## src/tcw_regs.svh

```systemverilog
// Constants for the timer/counter compare and waveform core
// Included by the package and tcw_core; guarded against double inclusion
`ifndef TCW_REGS_SVH
`define TCW_REGS_SVH
`define TCW_WIDTH_BYTE     2'h1
`define TCW_WIDTH_HALF     2'h0
`define TCW_WIDTH_WORD     2'h2
`define TCW_WIDTH_RESET    2'h0
`define TCW_CMD_NONE       2'h0
`define TCW_CMD_RETRIGGER  2'h1
`define TCW_CMD_STOP       2'h2
`define TCW_EVACT_OFF      2'h0
`define TCW_EVACT_RETRIG   2'h1
`define TCW_EVACT_COUNT    2'h2
`define TCW_EVACT_START    2'h3
`define TCW_WAVE_PLAIN_FREQUENCY_MODE      2'h0
`define TCW_WAVE_COMPARE_FREQUENCY_MODE      2'h1
`define TCW_WAVE_PLAIN_PULSE_MODE      2'h2
`define TCW_WAVE_COMPARE_PULSE_MODE      2'h3
`define TCW_PERIOD_RESET   8'hFF
`endif

```

## src/tcw_pkg.sv

```systemverilog
// Types for the timer/counter compare and waveform core
// Assumes tcw_regs.svh is on the include path
`include "tcw_regs.svh"
package tcw_pkg;
   typedef enum logic [1:0] {
      TCW_HALF = 2'h0,
      TCW_BYTE = 2'h1,
      TCW_WORD = 2'h2
   } tcw_width_t;
   typedef enum logic [1:0] {
      TCW_PLAIN_FREQUENCY_MODE = 2'h0,
      TCW_COMPARE_FREQUENCY_MODE = 2'h1,
      TCW_PLAIN_PULSE_MODE = 2'h2,
      TCW_COMPARE_PULSE_MODE = 2'h3
   } tcw_wave_t;
   typedef enum logic [2:0] {
      TCW_ST_IDLE = 3'h1,
      TCW_ST_RUN  = 3'h2,
      TCW_ST_STOP = 3'h4
   } tcw_state_t;
endpackage

```

## src/tcw_wave_if.sv

```systemverilog
// Interface carrying counter state from the core to the waveform unit
// Both ends run on the one core clock
`timescale 1ns/1ps
interface tcw_wave_if #(parameter int CH = 2, parameter int W = 32);
   logic                 tick;
   logic                 running;
   logic                 down;
   logic                 start;
   logic                 stop;
   logic                 wrap;
   logic                 at_top;
   logic                 at_zero;
   tcw_pkg::tcw_wave_t   wave;
   logic [CH-1:0]        match;
   logic [CH-1:0]        invert;
   logic [CH-1:0]        wave_out;
   modport core (output tick, running, down, start, stop, wrap, at_top, at_zero, wave, match, invert,
                 input wave_out);
   modport gen  (input tick, running, down, start, stop, wrap, at_top, at_zero, wave, match, invert,
                 output wave_out);
endinterface

```

## src/tcw_core.sv

```systemverilog
// Timer/counter core: counter, commands, event actions, compare channels
// Assumes configuration ports come from same-clock logic; event_in is from the clock domain too
`timescale 1ns/1ps
`include "tcw_regs.svh"
module tcw_core #(
   parameter int CH = 2,
   parameter int W  = 32
) (
   input  wire logic                clk_in,
   input  wire logic                rst_n_in,
   input  wire logic                enable_in,
   input  wire logic                odd_instance_in,
   input  wire logic [1:0]          width_select_in,
   input  wire logic [1:0]          waveform_select_in,
   input  wire logic                direction_bit_in,
   input  wire logic                single_run_enable_in,
   input  wire logic [1:0]          command_field_in,
   input  wire logic                command_valid_in,
   input  wire logic [1:0]          event_action_select_in,
   input  wire logic                event_in,
   input  wire logic                prescale_tick_in,
   input  wire logic                wrap_event_out_enable_in,
   input  wire logic [CH-1:0]       channel_match_irq_enable_in,
   input  wire logic [CH-1:0]       channel_match_event_enable_in,
   input  wire logic [CH-1:0]       output_invert_bit_in,
   input  wire logic [7:0]          period_reg_in,
   input  wire logic [CH*W-1:0]     channel_compare_value_in,
   input  wire logic                count_write_in,
   input  wire logic [W-1:0]        count_wdata_in,
   input  wire logic                wrap_flag_clear_in,
   input  wire logic [CH-1:0]       match_flag_clear_in,
   output logic [W-1:0]             count_out,
   output logic                     wrap_flag_out,
   output logic [CH-1:0]            channel_match_flag_out,
   output logic                     irq_out,
   output logic                     wrap_event_out,
   output logic [CH-1:0]            match_event_out,
   output logic                     stopped_out,
   output logic                     subordinate_out,
   output logic [CH-1:0]            waveform_output_out
);
   tcw_wave_if #(.CH(CH), .W(W)) wif ();

   tcw_pkg::tcw_state_t state_q, state_d;
   logic [W-1:0]  cnt_q, cnt_d;
   logic          wflag_q, wflag_d;
   logic [CH-1:0] mflag_q, mflag_d;
   logic [CH-1:0] mpend_q, mpend_d;
   logic          irq_q, irq_d;
   logic          wev_q, wev_d;
   logic [CH-1:0] mev_q, mev_d;
   logic          sub_q, sub_d;
   logic [CH-1:0] wo_q;
   logic          start_s, stop_s;

   logic          subord;
   logic [W-1:0]  mask;
   logic [W-1:0]  top;
   logic [W-1:0]  cval [CH];
   logic          retrig, tick, running, at_top, at_zero, wrap;
   logic [CH-1:0] match;

   // Unpack per-channel compare values
   generate
      for (genvar g = 0; g < CH; g++) begin : g_cv
         assign cval[g] = channel_compare_value_in[g*W +: W];
      end
   endgenerate

   // Width mask and ceiling select
   always_comb begin
      subord = odd_instance_in && (width_select_in == `TCW_WIDTH_WORD);
      case (width_select_in)
         `TCW_WIDTH_BYTE: mask = W'(32'h0000_00FF);
         `TCW_WIDTH_WORD: mask = W'(32'hFFFF_FFFF);
         default:         mask = W'(32'h0000_FFFF);
      endcase
      if (waveform_select_in == `TCW_WAVE_COMPARE_FREQUENCY_MODE || waveform_select_in == `TCW_WAVE_COMPARE_PULSE_MODE) begin
         top = cval[0] & mask;
      end else if (width_select_in == `TCW_WIDTH_BYTE) begin
         top = W'(period_reg_in);
      end else begin
         top = mask;
      end
   end

   // Tick stream, commands and match detection
   always_comb begin
      running = (state_q == tcw_pkg::TCW_ST_RUN);
      retrig  = (command_valid_in && command_field_in == `TCW_CMD_RETRIGGER) ||
                (event_in && event_action_select_in == `TCW_EVACT_RETRIG);
      // Event counting uses raw events, prescaler ticks otherwise
      if (event_action_select_in == `TCW_EVACT_COUNT) tick = event_in;
      else tick = prescale_tick_in;
      at_top  = (cnt_q == top);
      at_zero = (cnt_q == '0);
      wrap    = tick && running && (direction_bit_in ? at_zero : at_top);
      for (int i = 0; i < CH; i++) begin
         match[i] = (cnt_q == (cval[i] & mask));
      end
   end

   // Counter state machine
   always_comb begin
      state_d = state_q;
      cnt_d   = cnt_q;
      start_s = 1'b0;
      stop_s  = 1'b0;
      case (state_q)
         tcw_pkg::TCW_ST_IDLE: begin
            // Re-trigger and start actions wait for the first event or a retrigger command
            if (enable_in && !subord && ((event_action_select_in != `TCW_EVACT_RETRIG &&
                event_action_select_in != `TCW_EVACT_START) || retrig ||
                (event_in && event_action_select_in == `TCW_EVACT_START))) begin
               state_d = tcw_pkg::TCW_ST_RUN;
               start_s = 1'b1;
               if (cnt_q == '0 && direction_bit_in) cnt_d = top;
            end
         end
         tcw_pkg::TCW_ST_RUN: begin
            if (!enable_in || subord) begin
               state_d = tcw_pkg::TCW_ST_IDLE;
               stop_s  = 1'b1;
            end else if (command_valid_in && command_field_in == `TCW_CMD_STOP) begin
               state_d = tcw_pkg::TCW_ST_STOP;
               stop_s  = 1'b1;
            end else if (retrig) begin
               cnt_d = direction_bit_in ? top : '0;
            end else if (wrap) begin
               cnt_d = direction_bit_in ? top : '0;
               if (single_run_enable_in) begin
                  state_d = tcw_pkg::TCW_ST_STOP;
                  stop_s  = 1'b1;
               end
            end else if (tick) begin
               cnt_d = direction_bit_in ? ((cnt_q - W'(1)) & mask) : ((cnt_q + W'(1)) & mask);
            end
         end
         tcw_pkg::TCW_ST_STOP: begin
            // Start events act here and in idle, never while running
            if (!enable_in || subord) begin
               state_d = tcw_pkg::TCW_ST_IDLE;
            end else if (retrig || (event_in && event_action_select_in == `TCW_EVACT_START)) begin
               state_d = tcw_pkg::TCW_ST_RUN;
               start_s = 1'b1;
            end
         end
         default: state_d = tcw_pkg::TCW_ST_IDLE;
      endcase
      // Software write beats count, clear and reload; ignored on a subordinate
      if (count_write_in && !subord) cnt_d = count_wdata_in & mask;
   end

   // Flags and events; hardware set beats software clear
   always_comb begin
      sub_d   = subord;
      mpend_d = running ? match : '0;
      wflag_d = (wflag_q && !wrap_flag_clear_in) || wrap;
      wev_d   = wrap && wrap_event_out_enable_in;
      for (int i = 0; i < CH; i++) begin
         // A match is flagged on the tick after it is seen
         mflag_d[i] = (mflag_q[i] && !match_flag_clear_in[i]) || (mpend_q[i] && tick);
         mev_d[i]   = mpend_q[i] && tick && channel_match_event_enable_in[i];
      end
      irq_d = wflag_d || |(mflag_d & channel_match_irq_enable_in);
   end

   // Register core state
   always_ff @(posedge clk_in or negedge rst_n_in) begin
      if (!rst_n_in) begin
         state_q <= tcw_pkg::TCW_ST_IDLE;
         cnt_q   <= '0;
         wflag_q <= 1'b0;
         mflag_q <= '0;
         mpend_q <= '0;
         irq_q   <= 1'b0;
         wev_q   <= 1'b0;
         mev_q   <= '0;
         sub_q   <= 1'b0;
         wo_q    <= '0;
      end else begin
         state_q <= state_d;
         cnt_q   <= cnt_d;
         wflag_q <= wflag_d;
         mflag_q <= mflag_d;
         mpend_q <= mpend_d;
         irq_q   <= irq_d;
         wev_q   <= wev_d;
         mev_q   <= mev_d;
         sub_q   <= sub_d;
         wo_q    <= wif.wave_out;
      end
   end

   // Feed the waveform unit
   assign wif.tick    = tick;
   assign wif.running = running;
   assign wif.down    = direction_bit_in;
   assign wif.start   = start_s;
   assign wif.stop    = stop_s;
   assign wif.wrap    = wrap;
   assign wif.at_top  = at_top;
   assign wif.at_zero = at_zero;
   assign wif.wave    = tcw_pkg::tcw_wave_t'(waveform_select_in);
   assign wif.match   = match & {CH{running}};
   assign wif.invert  = output_invert_bit_in;

   tcw_wave_gen #(.CH(CH)) u_wave (
      .clk_in   (clk_in),
      .rst_n_in (rst_n_in),
      .wif      (wif)
   );

   // Outputs straight from flip-flops
   assign count_out              = cnt_q;
   assign wrap_flag_out          = wflag_q;
   assign channel_match_flag_out = mflag_q;
   assign irq_out                = irq_q;
   assign wrap_event_out         = wev_q;
   assign match_event_out        = mev_q;
   assign stopped_out            = state_q[2]; // One-hot stop bit, no decode logic
   assign subordinate_out        = sub_q;
   assign waveform_output_out    = wo_q;
endmodule

```

## src/tcw_wave_gen.sv

```systemverilog
// Waveform generator for the compare channels
// Assumes strobes in the interface are single-cycle and on the core clock
`timescale 1ns/1ps
module tcw_wave_gen #(
   parameter int CH = 2
) (
   input  wire logic  clk_in,
   input  wire logic  rst_n_in,
   tcw_wave_if.gen    wif
);
   logic [CH-1:0] raw_q;
   logic [CH-1:0] raw_d;
   logic          pulse_q;
   logic          pulse_d;

   // Next raw waveform per channel, before inversion
   always_comb begin
      raw_d   = raw_q;
      pulse_d = 1'b0;
      if (wif.stop) begin
         raw_d = '0;
      end else if (wif.start) begin
         // Plain pulse start level depends on direction; other modes start low
         for (int i = 0; i < CH; i++) begin
            raw_d[i] = (wif.wave == tcw_pkg::TCW_PLAIN_PULSE_MODE) ? ~wif.down : 1'b0;
         end
      end else if (wif.tick && wif.running) begin
         case (wif.wave)
            tcw_pkg::TCW_PLAIN_FREQUENCY_MODE: begin
               raw_d = raw_q ^ wif.match;
            end
            tcw_pkg::TCW_COMPARE_FREQUENCY_MODE: begin
               raw_d[0] = raw_q[0] ^ wif.wrap;
               for (int i = 1; i < CH; i++) begin
                  raw_d[i] = raw_q[i] ^ wif.match[i];
               end
            end
            tcw_pkg::TCW_PLAIN_PULSE_MODE: begin
               for (int i = 0; i < CH; i++) begin
                  if (!wif.down) begin
                     // Match clear wins when match and ceiling hit together
                     if (wif.match[i]) raw_d[i] = 1'b0;
                     else if (wif.at_top) raw_d[i] = 1'b1;
                  end else begin
                     if (wif.match[i]) raw_d[i] = 1'b1;
                     else if (wif.at_zero) raw_d[i] = 1'b0;
                  end
               end
            end
            tcw_pkg::TCW_COMPARE_PULSE_MODE: begin
               pulse_d = wif.wrap;
               for (int i = 1; i < CH; i++) begin
                  if (wif.wrap) raw_d[i] = ~wif.down;
                  else if (wif.match[i]) raw_d[i] = wif.down;
               end
            end
            default: raw_d = raw_q;
         endcase
      end
   end

   // Register the waveform state
   always_ff @(posedge clk_in or negedge rst_n_in) begin
      if (!rst_n_in) begin
         raw_q   <= '0;
         pulse_q <= 1'b0;
      end else begin
         raw_q   <= raw_d;
         pulse_q <= pulse_d;
      end
   end

   // Inversion applied last so it mirrors every action; COMPARE_PULSE_MODE output 0 is a low pulse
   generate
      for (genvar g = 0; g < CH; g++) begin : g_out
         if (g == 0) begin : g_ch0
            assign wif.wave_out[g] = ((wif.wave == tcw_pkg::TCW_COMPARE_PULSE_MODE) ? (wif.running & ~pulse_q) : raw_q[g])
                                     ^ wif.invert[g];
         end else begin : g_chn
            assign wif.wave_out[g] = raw_q[g] ^ wif.invert[g];
         end
      end
   endgenerate
endmodule

```

## config.mk

```make
export PLATFORM = sky130hd
export DESIGN_NAME = tcw_core
export DESIGN_NICKNAME = d
export VERILOG_FILES = /design/src/tcw_pkg.sv /design/src/tcw_wave_if.sv /design/src/tcw_core.sv /design/src/tcw_wave_gen.sv
export VERILOG_INCLUDE_DIRS = /design/src
export SDC_FILE = /design/constraint.sdc
export NUM_CORES = 1
export LEC_CHECK = 0
export ABC_AREA = 1
export BUFFER_PORTS_ARGS = -buffer_cell sky130_fd_sc_hd__buf_2
export CORE_ASPECT_RATIO = 1.5
export CORE_UTILIZATION = 60
export DETAILED_ROUTE_END_ITERATION = 8
export GPL_ROUTABILITY_DRIVEN = 0
export PLACE_DENSITY_LB_ADDON = 0.25
export SETUP_SLACK_MARGIN = 0.5
export SLEW_MARGIN = 20
export SYNTH_ARGS = -nofsm -noshare
export SYNTH_HDL_FRONTEND = slang
export SYNTH_HIERARCHICAL = 1
export SYNTH_SLANG_ARGS = --single-unit
```

## constraint.sdc

```tcl
create_clock -name clk_in -period 3.4 [get_ports clk_in]
set_input_delay 0.17 -clock clk_in [delete_from_list [all_inputs] [get_ports clk_in]]
set_output_delay 0.17 -clock clk_in [all_outputs]
set_load 0.005 [all_outputs]
```

# Word level (Yosys, flattened, before mapping)
# Cells that the tools add are included.
# totals
reg_bits	50
in_bits	132
word_cells	165
# classes
addsub	2
eq_ne	33
n_mux	57
bitwise_logic	15
n_reduce_logical	45
# op_table
operator	n
32-bit 2-to-1 mux	12
32-bit bitwise AND	5
32-bit case mux with 2 select lines	2
32-bit == test	3
32-bit by 1-bit adder with 32-bit output (second input constant)	1
32-bit logical NOT	1
32-bit by 1-bit subtractor with 32-bit output (second input constant)	1
1-bit 2-to-1 mux	27
3-bit 2-to-1 mux	8
6-bit by 5-bit != test with 1-bit output (second input constant)	4
1-bit logical AND	20
2-bit == test (second input constant)	6
1-bit logical OR	10
5-bit by 3-bit != test with 1-bit output (second input constant)	2
3-bit != test (second input constant)	3
3-bit case mux with 3 select lines	1
2-bit by 1-bit == test with 1-bit output (second input constant)	4
2-bit 2-to-1 mux	4
4-bit by 2-bit != test with 1-bit output (second input constant)	2
4-bit AND reduction	2
3-bit by 2-bit != test with 1-bit output (second input constant)	2
6-bit AND reduction	1
3-bit nonzero test	2
1-bit logical NOT	5
other kinds (18)	24

# Depth between registers and ports, before layout
# logic_depth
word_depth	14
depth_mapped	22

# Hierarchy
# The synthesis kept the hierarchy.
# by_module_without_submodules
module	instances	cells_each	area_each_um2	seq_area_each_um2
tcw_core	1	1384	7513.5	1177.4
tcw_wave_gen	1	87	474.2	75.1

# Least setup slack after synthesis
# OpenSTA, ideal clock, no wires.
# synth_timing
path_type	flip-flop to flip-flop
from	register cnt_q[0] (netlist: count_out[0])
to	register u_wave.raw_q[0]
setup_time_ns	0.120
t_arrival_ns	2.170
path_slack_ns	1.110
path_stages_with_launch	17
n_path_buf	1
synth_period_minus_slack_ns	2.290
path_cell_list	dfrtp_1 > clkbuf_1 > inv_1 > nand3_1 > nand2_1 > nor3b_1 > nand2_1 > nor2_1 > nand4_1 > nand2_1 > nand3_1 > a21oi_1 > nor2_2 > nand2_1 > nand2_1 > o21ai_0 > nand2_1
# synth_between
elab_chain_cells	10
# synth_lines
element	line	source
start: declaration	tcw_core.sv:45	logic [W-1:0] cnt_q, cnt_d;
start signal: assignment	tcw_core.sv:183	cnt_q <= cnt_d;
32-bit == test or 32-bit logical NOT (tied branches)	tcw_core.sv:95, tcw_core.sv:96	
1-bit 2-to-1 mux (*)	tcw_core.sv:97	wrap = tick && running && (direction_bit_in ? at_zero : at_top);
1-bit logical AND (*)	tcw_core.sv:97	
1-bit 2-to-1 mux (*)	tcw_core.sv:129	end else if (wrap) begin
1-bit 2-to-1 mux (*)	tcw_core.sv:127	end else if (retrig) begin
1-bit 2-to-1 mux (*)	tcw_core.sv:124	end else if (command_valid_in && command_field_in == `TCW_CMD_STOP) begin
1-bit 2-to-1 mux (*)	tcw_core.sv:121	if (!enable_in || subord) begin
1-bit 2-to-1 mux (*)	tcw_core.sv:109	case (state_q)
named net stop_s	tcw_core.sv:54	logic start_s, stop_s;
6-bit by 5-bit != test with 1-bit output (no line) (tied with other cells)	-	
4-bit AND reduction (no line)	-	
end signal: assignment	tcw_wave_gen.sv:68	raw_q <= raw_d;
end: declaration	tcw_wave_gen.sv:11	logic [CH-1:0] raw_q;
# The timed path passes the listed nets; every way through them passes the cells marked *. The select of a mux whose other input is x is not followed.
# A chain may end at the register's enable or synchronous reset.

# Worst setup path after layout
# layout_timing
from	register cnt_q[25] (netlist: count_out[25])
to	register cnt_q[14] (netlist: count_out[14])
# layout_between
elab_chain_cells	9
# layout_lines
element	line	source
32-bit logical NOT (*)	tcw_core.sv:96	at_zero = (cnt_q == '0);
named net at_zero	tcw_core.sv:60	logic retrig, tick, running, at_top, at_zero, wrap;
1-bit 2-to-1 mux	tcw_core.sv:97	
1-bit logical AND	tcw_core.sv:97	
32-bit 2-to-1 mux	tcw_core.sv:129	
32-bit 2-to-1 mux	tcw_core.sv:127	
32-bit 2-to-1 mux	tcw_core.sv:124	
32-bit 2-to-1 mux	tcw_core.sv:121	
32-bit case mux with 2 select lines	tcw_core.sv:109	
32-bit 2-to-1 mux	tcw_core.sv:151	if (count_write_in && !subord) cnt_d = count_wdata_in & mask;
# Marks and branches as above.

==> summary.txt <==
Die
  – FP Rows: 51
  – Die Y: 143 microns
  – # IOs: 175
  – Core ar.: 0.0130 sq mm
  – Initial Util: 61.7%
  – Die area: 0.0138 sq mm
  – Die X: 96.2 microns

Placed design
  – Dpl ws: 387 ps
  – Port bufs: 174
  – Placed cell area: between 0.009 and 0.01 sq mm
  – DP HPWL: 24.3 mm
  – Post-Place Cells: 1781

Finish
  – Layout Cells excl Fill: 1793
  – Filler Cell Count: 1225
  – Fraction of layout cells with a size suffix above 1: 15.6%
  – Area Overhead vs Synth: 16.2%
  – Most frequent cells in the layout: 497 x nand2_1, 202 x inv_1, 174 x buf_2
  – Most common cell after layout, fill and taps aside: nand2_1
  – Final net count: 1799
  – Final instance area: between 0.009 and 0.01 sq mm

Setup path
  – WP data arrival: approximately 2900 ps
  – Worst Setup Path Type: reg2reg
  – Critical path required time: around 3600 ps
  – Worst setup EP type: register
  – CP max FO: a little over 50
  – Critical Path Start Type: register

Power
  – Cell Pwr Density: 394 mW/mm^2
  – Max VDD drop: about 0.26 mV
  – Static Leak: 0.00518 uW

Global routing
  – Routing usage on met1: roughly 52%
  – Met2 Usage GRT: 73.6%
  – M3 GR Usage: 18.4%
  – Global-route wire length before repair: 49.6 mm
  – Congestion Overflow GR: 0
  – Number of global-route vias before repair: 10069
  – Initial antenna violation count: 1
  – Busiest layer in global routing: met2
  – Pin count of the biggest net entering global routing: 56
  – All-Layer GR Usage: 48.1%

Run status
  – Status: complete, no violations

STA
  – Sum Neg Setup Slack: 0 ps
  – Unrepaired setup endpoints after global routing: yes
  – Endpoints failing hold: 0
  – Clock Skew: approximately 20 ps
  – Rel. slew slack: 22.6%
  – Worst Hold Slack: between 50 and 60 ps
  – Period utilization: about four fifths
  – Actual slew at the worst max-slew pin: between 1000 and 1500 ps
  – Max-slew violation count: 0
  – Post-route minimum period: 2710 ps
  – Fmax: 369 MHz
  – Final worst slack: about 690 ps
  – Setup Viol. Count Final: 0

Synthesis
  – Post-Syn Area per Cell: 5.43 sq um
  – Register area share after synthesis: between 10% and 20%
  – Distinct cells, synth: 48
  – Cell taking the most area after synthesis: nand2_1
  – Syn nets: 1639
  – Post-synthesis cell count: 1471
  – Syn Std Cell Area: 0.00799 sq mm
  – Number of synthesis warnings: 6
  – Top-area cell type share of the netlist area: 23.4%
  – Asr flop ratio synth: 100%
  – Yosys reg bits: 50
  – Synth area leaders: nand2_1 23%, dfrtp_1 15%, inv_1 9.5%, nand3_1 9.1%, nor2_1 6.2%
  – Number of synthesized flops with an enable pin: 0
  – Top FF cell, synth: dfrtp_1

Clock tree
  – Root buf cell: clkbuf_16
  – Post-CTS setup buffers: 0
  – Max clock buf depth: 2
  – Clock slew at the register clock pins of the worst setup and hold paths: 80 ps
  – Clk_lat worst skew: 320 ps
  – Sink Count: 50
  – CTS HTree Levels: 2
  – CTS tree: done
  – Number of clock buffers inserted by TritonCTS: 5

Route
  – Total Routed Length: around 32 mm
  – Pre-antenna DRT Iters: 8
  – DR vias/cell: ~6
  – Initial DRC count: approximately 1500
  – DRC viols: 0
  – Drt wl/cell: 17.9 microns
  – Final ANT Viol Nets: 0
  – Via count: roughly 11000

Min path
  – Hold WC Path Type: in2reg

Flow run
  – Max-Cap Viols: 0
power breakdown:
part	switching, uW	internal (uW)
Sequential	239	701
Clock	259	297
Combinational	1390	768
routing by layer:
layer / routed length (microns) / vias to the layer above
met3: 4610 / 268
li1: - / 5063
met2: 14000 / 864
met5: 0 / -
met4: 3070 / 0
met1: 10400 / 4746
path summary, 6_finish.rpt:
check | start | endpoint | slack [ps] | cells past startpoint
min | output_invert_bit_in[1] | waveform_output_out[1] | 50 | 2
max | count_out[25] | count_out[14] | 690 | 13
max in group asynchronous | rst_n_in | count_out[19] | 2230 | 3
min reg2reg | mpend_q[0] | match_event_out[0] | 520 | 2
min in group asynchronous | rst_n_in | count_out[18] | 330 | 2
max reg2reg | count_out[25] | count_out[14] | 690 | 13
registers in the layout, indices dropped and copies added (netlist names):
name                    flops
match_event_out             2
wrap_flag_out               1
u_wave/pulse_q              1
mpend_q                     2
u_wave/raw_q                2
waveform_output_out         2
count_out                  32
state_q                     3
subordinate_out             1
irq_out                     1
channel_match_flag_out      2
wrap_event_out              1
area by class of cell:
class | count | area (sq um) | area share [%]
antenna | 2 | 5.00 | 0.0539
inverter | 212 | 796 | 8.57
timing repair buffer | 203 | 1120 | 12.1
clock buffer | 6 | 139 | 1.50
tap | 159 | 199 | 2.14
multi-input combinational | 1159 | 5740 | 61.9
sequential | 50 | 1260 | 13.6
clock inverter | 2 | 16.3 | 0.175
metrics by stage:
stage	power (uW)	util, %
detailed placement	2960	69.9
CTS	3510	71.1
global route	3900	71.6
global placement	2930	69.9
finish	3650	71.6
floorplan	2260	-
cells in the mapped netlist, drive strengths merged, types with 13 or more instances:
cell	count
o22ai	13
nor2	137
nand2	501
clkbuf	30
inv	207
a21oi	88
buf	21
xor2	27
dfrtp	49
nor3	13
nor4	13
o21ai	82
nand4	24
ha	35
nand3	147
timing repair:
action	in CTS	in global routing
endpoints found under the setup margin	0	34
gates resized for setup	0	20
hold buffers	1	0
hold endpoints to repair	17	0
logic make-up (layout without fill, tap and decap cells):
logic type / count (synthesis) / after routing / synth area share (%)
AOI/OAI and AO/OA: 220 / 220 / 15.3
xor gates and xnor gates: 39 / 39 / 4.28
adders and majority gates: 36 / 36 / 5.73
buffers and inverters: 263 / 423 / 13.0
DFF: 50 / 50 / 15.7
other: 0 / 2 / 0
and+or+nand+nor: 863 / 864 / 46.0
worst max-delay path, cell delays in order (launching register included):
cell and delay (ps):
dfrtp_1 520, inv_1 180, nand3_1 90, nor3_1 240, nand3_1 150, nor2_2 240, nand2_1 130, o21ai_2 230
nor2_2 140, inv_2 100, buf_12 220, nand2_1 130, a21oi_1 160, nor2_1 50
No activity file was read; power rests on OpenSTA's default activity.
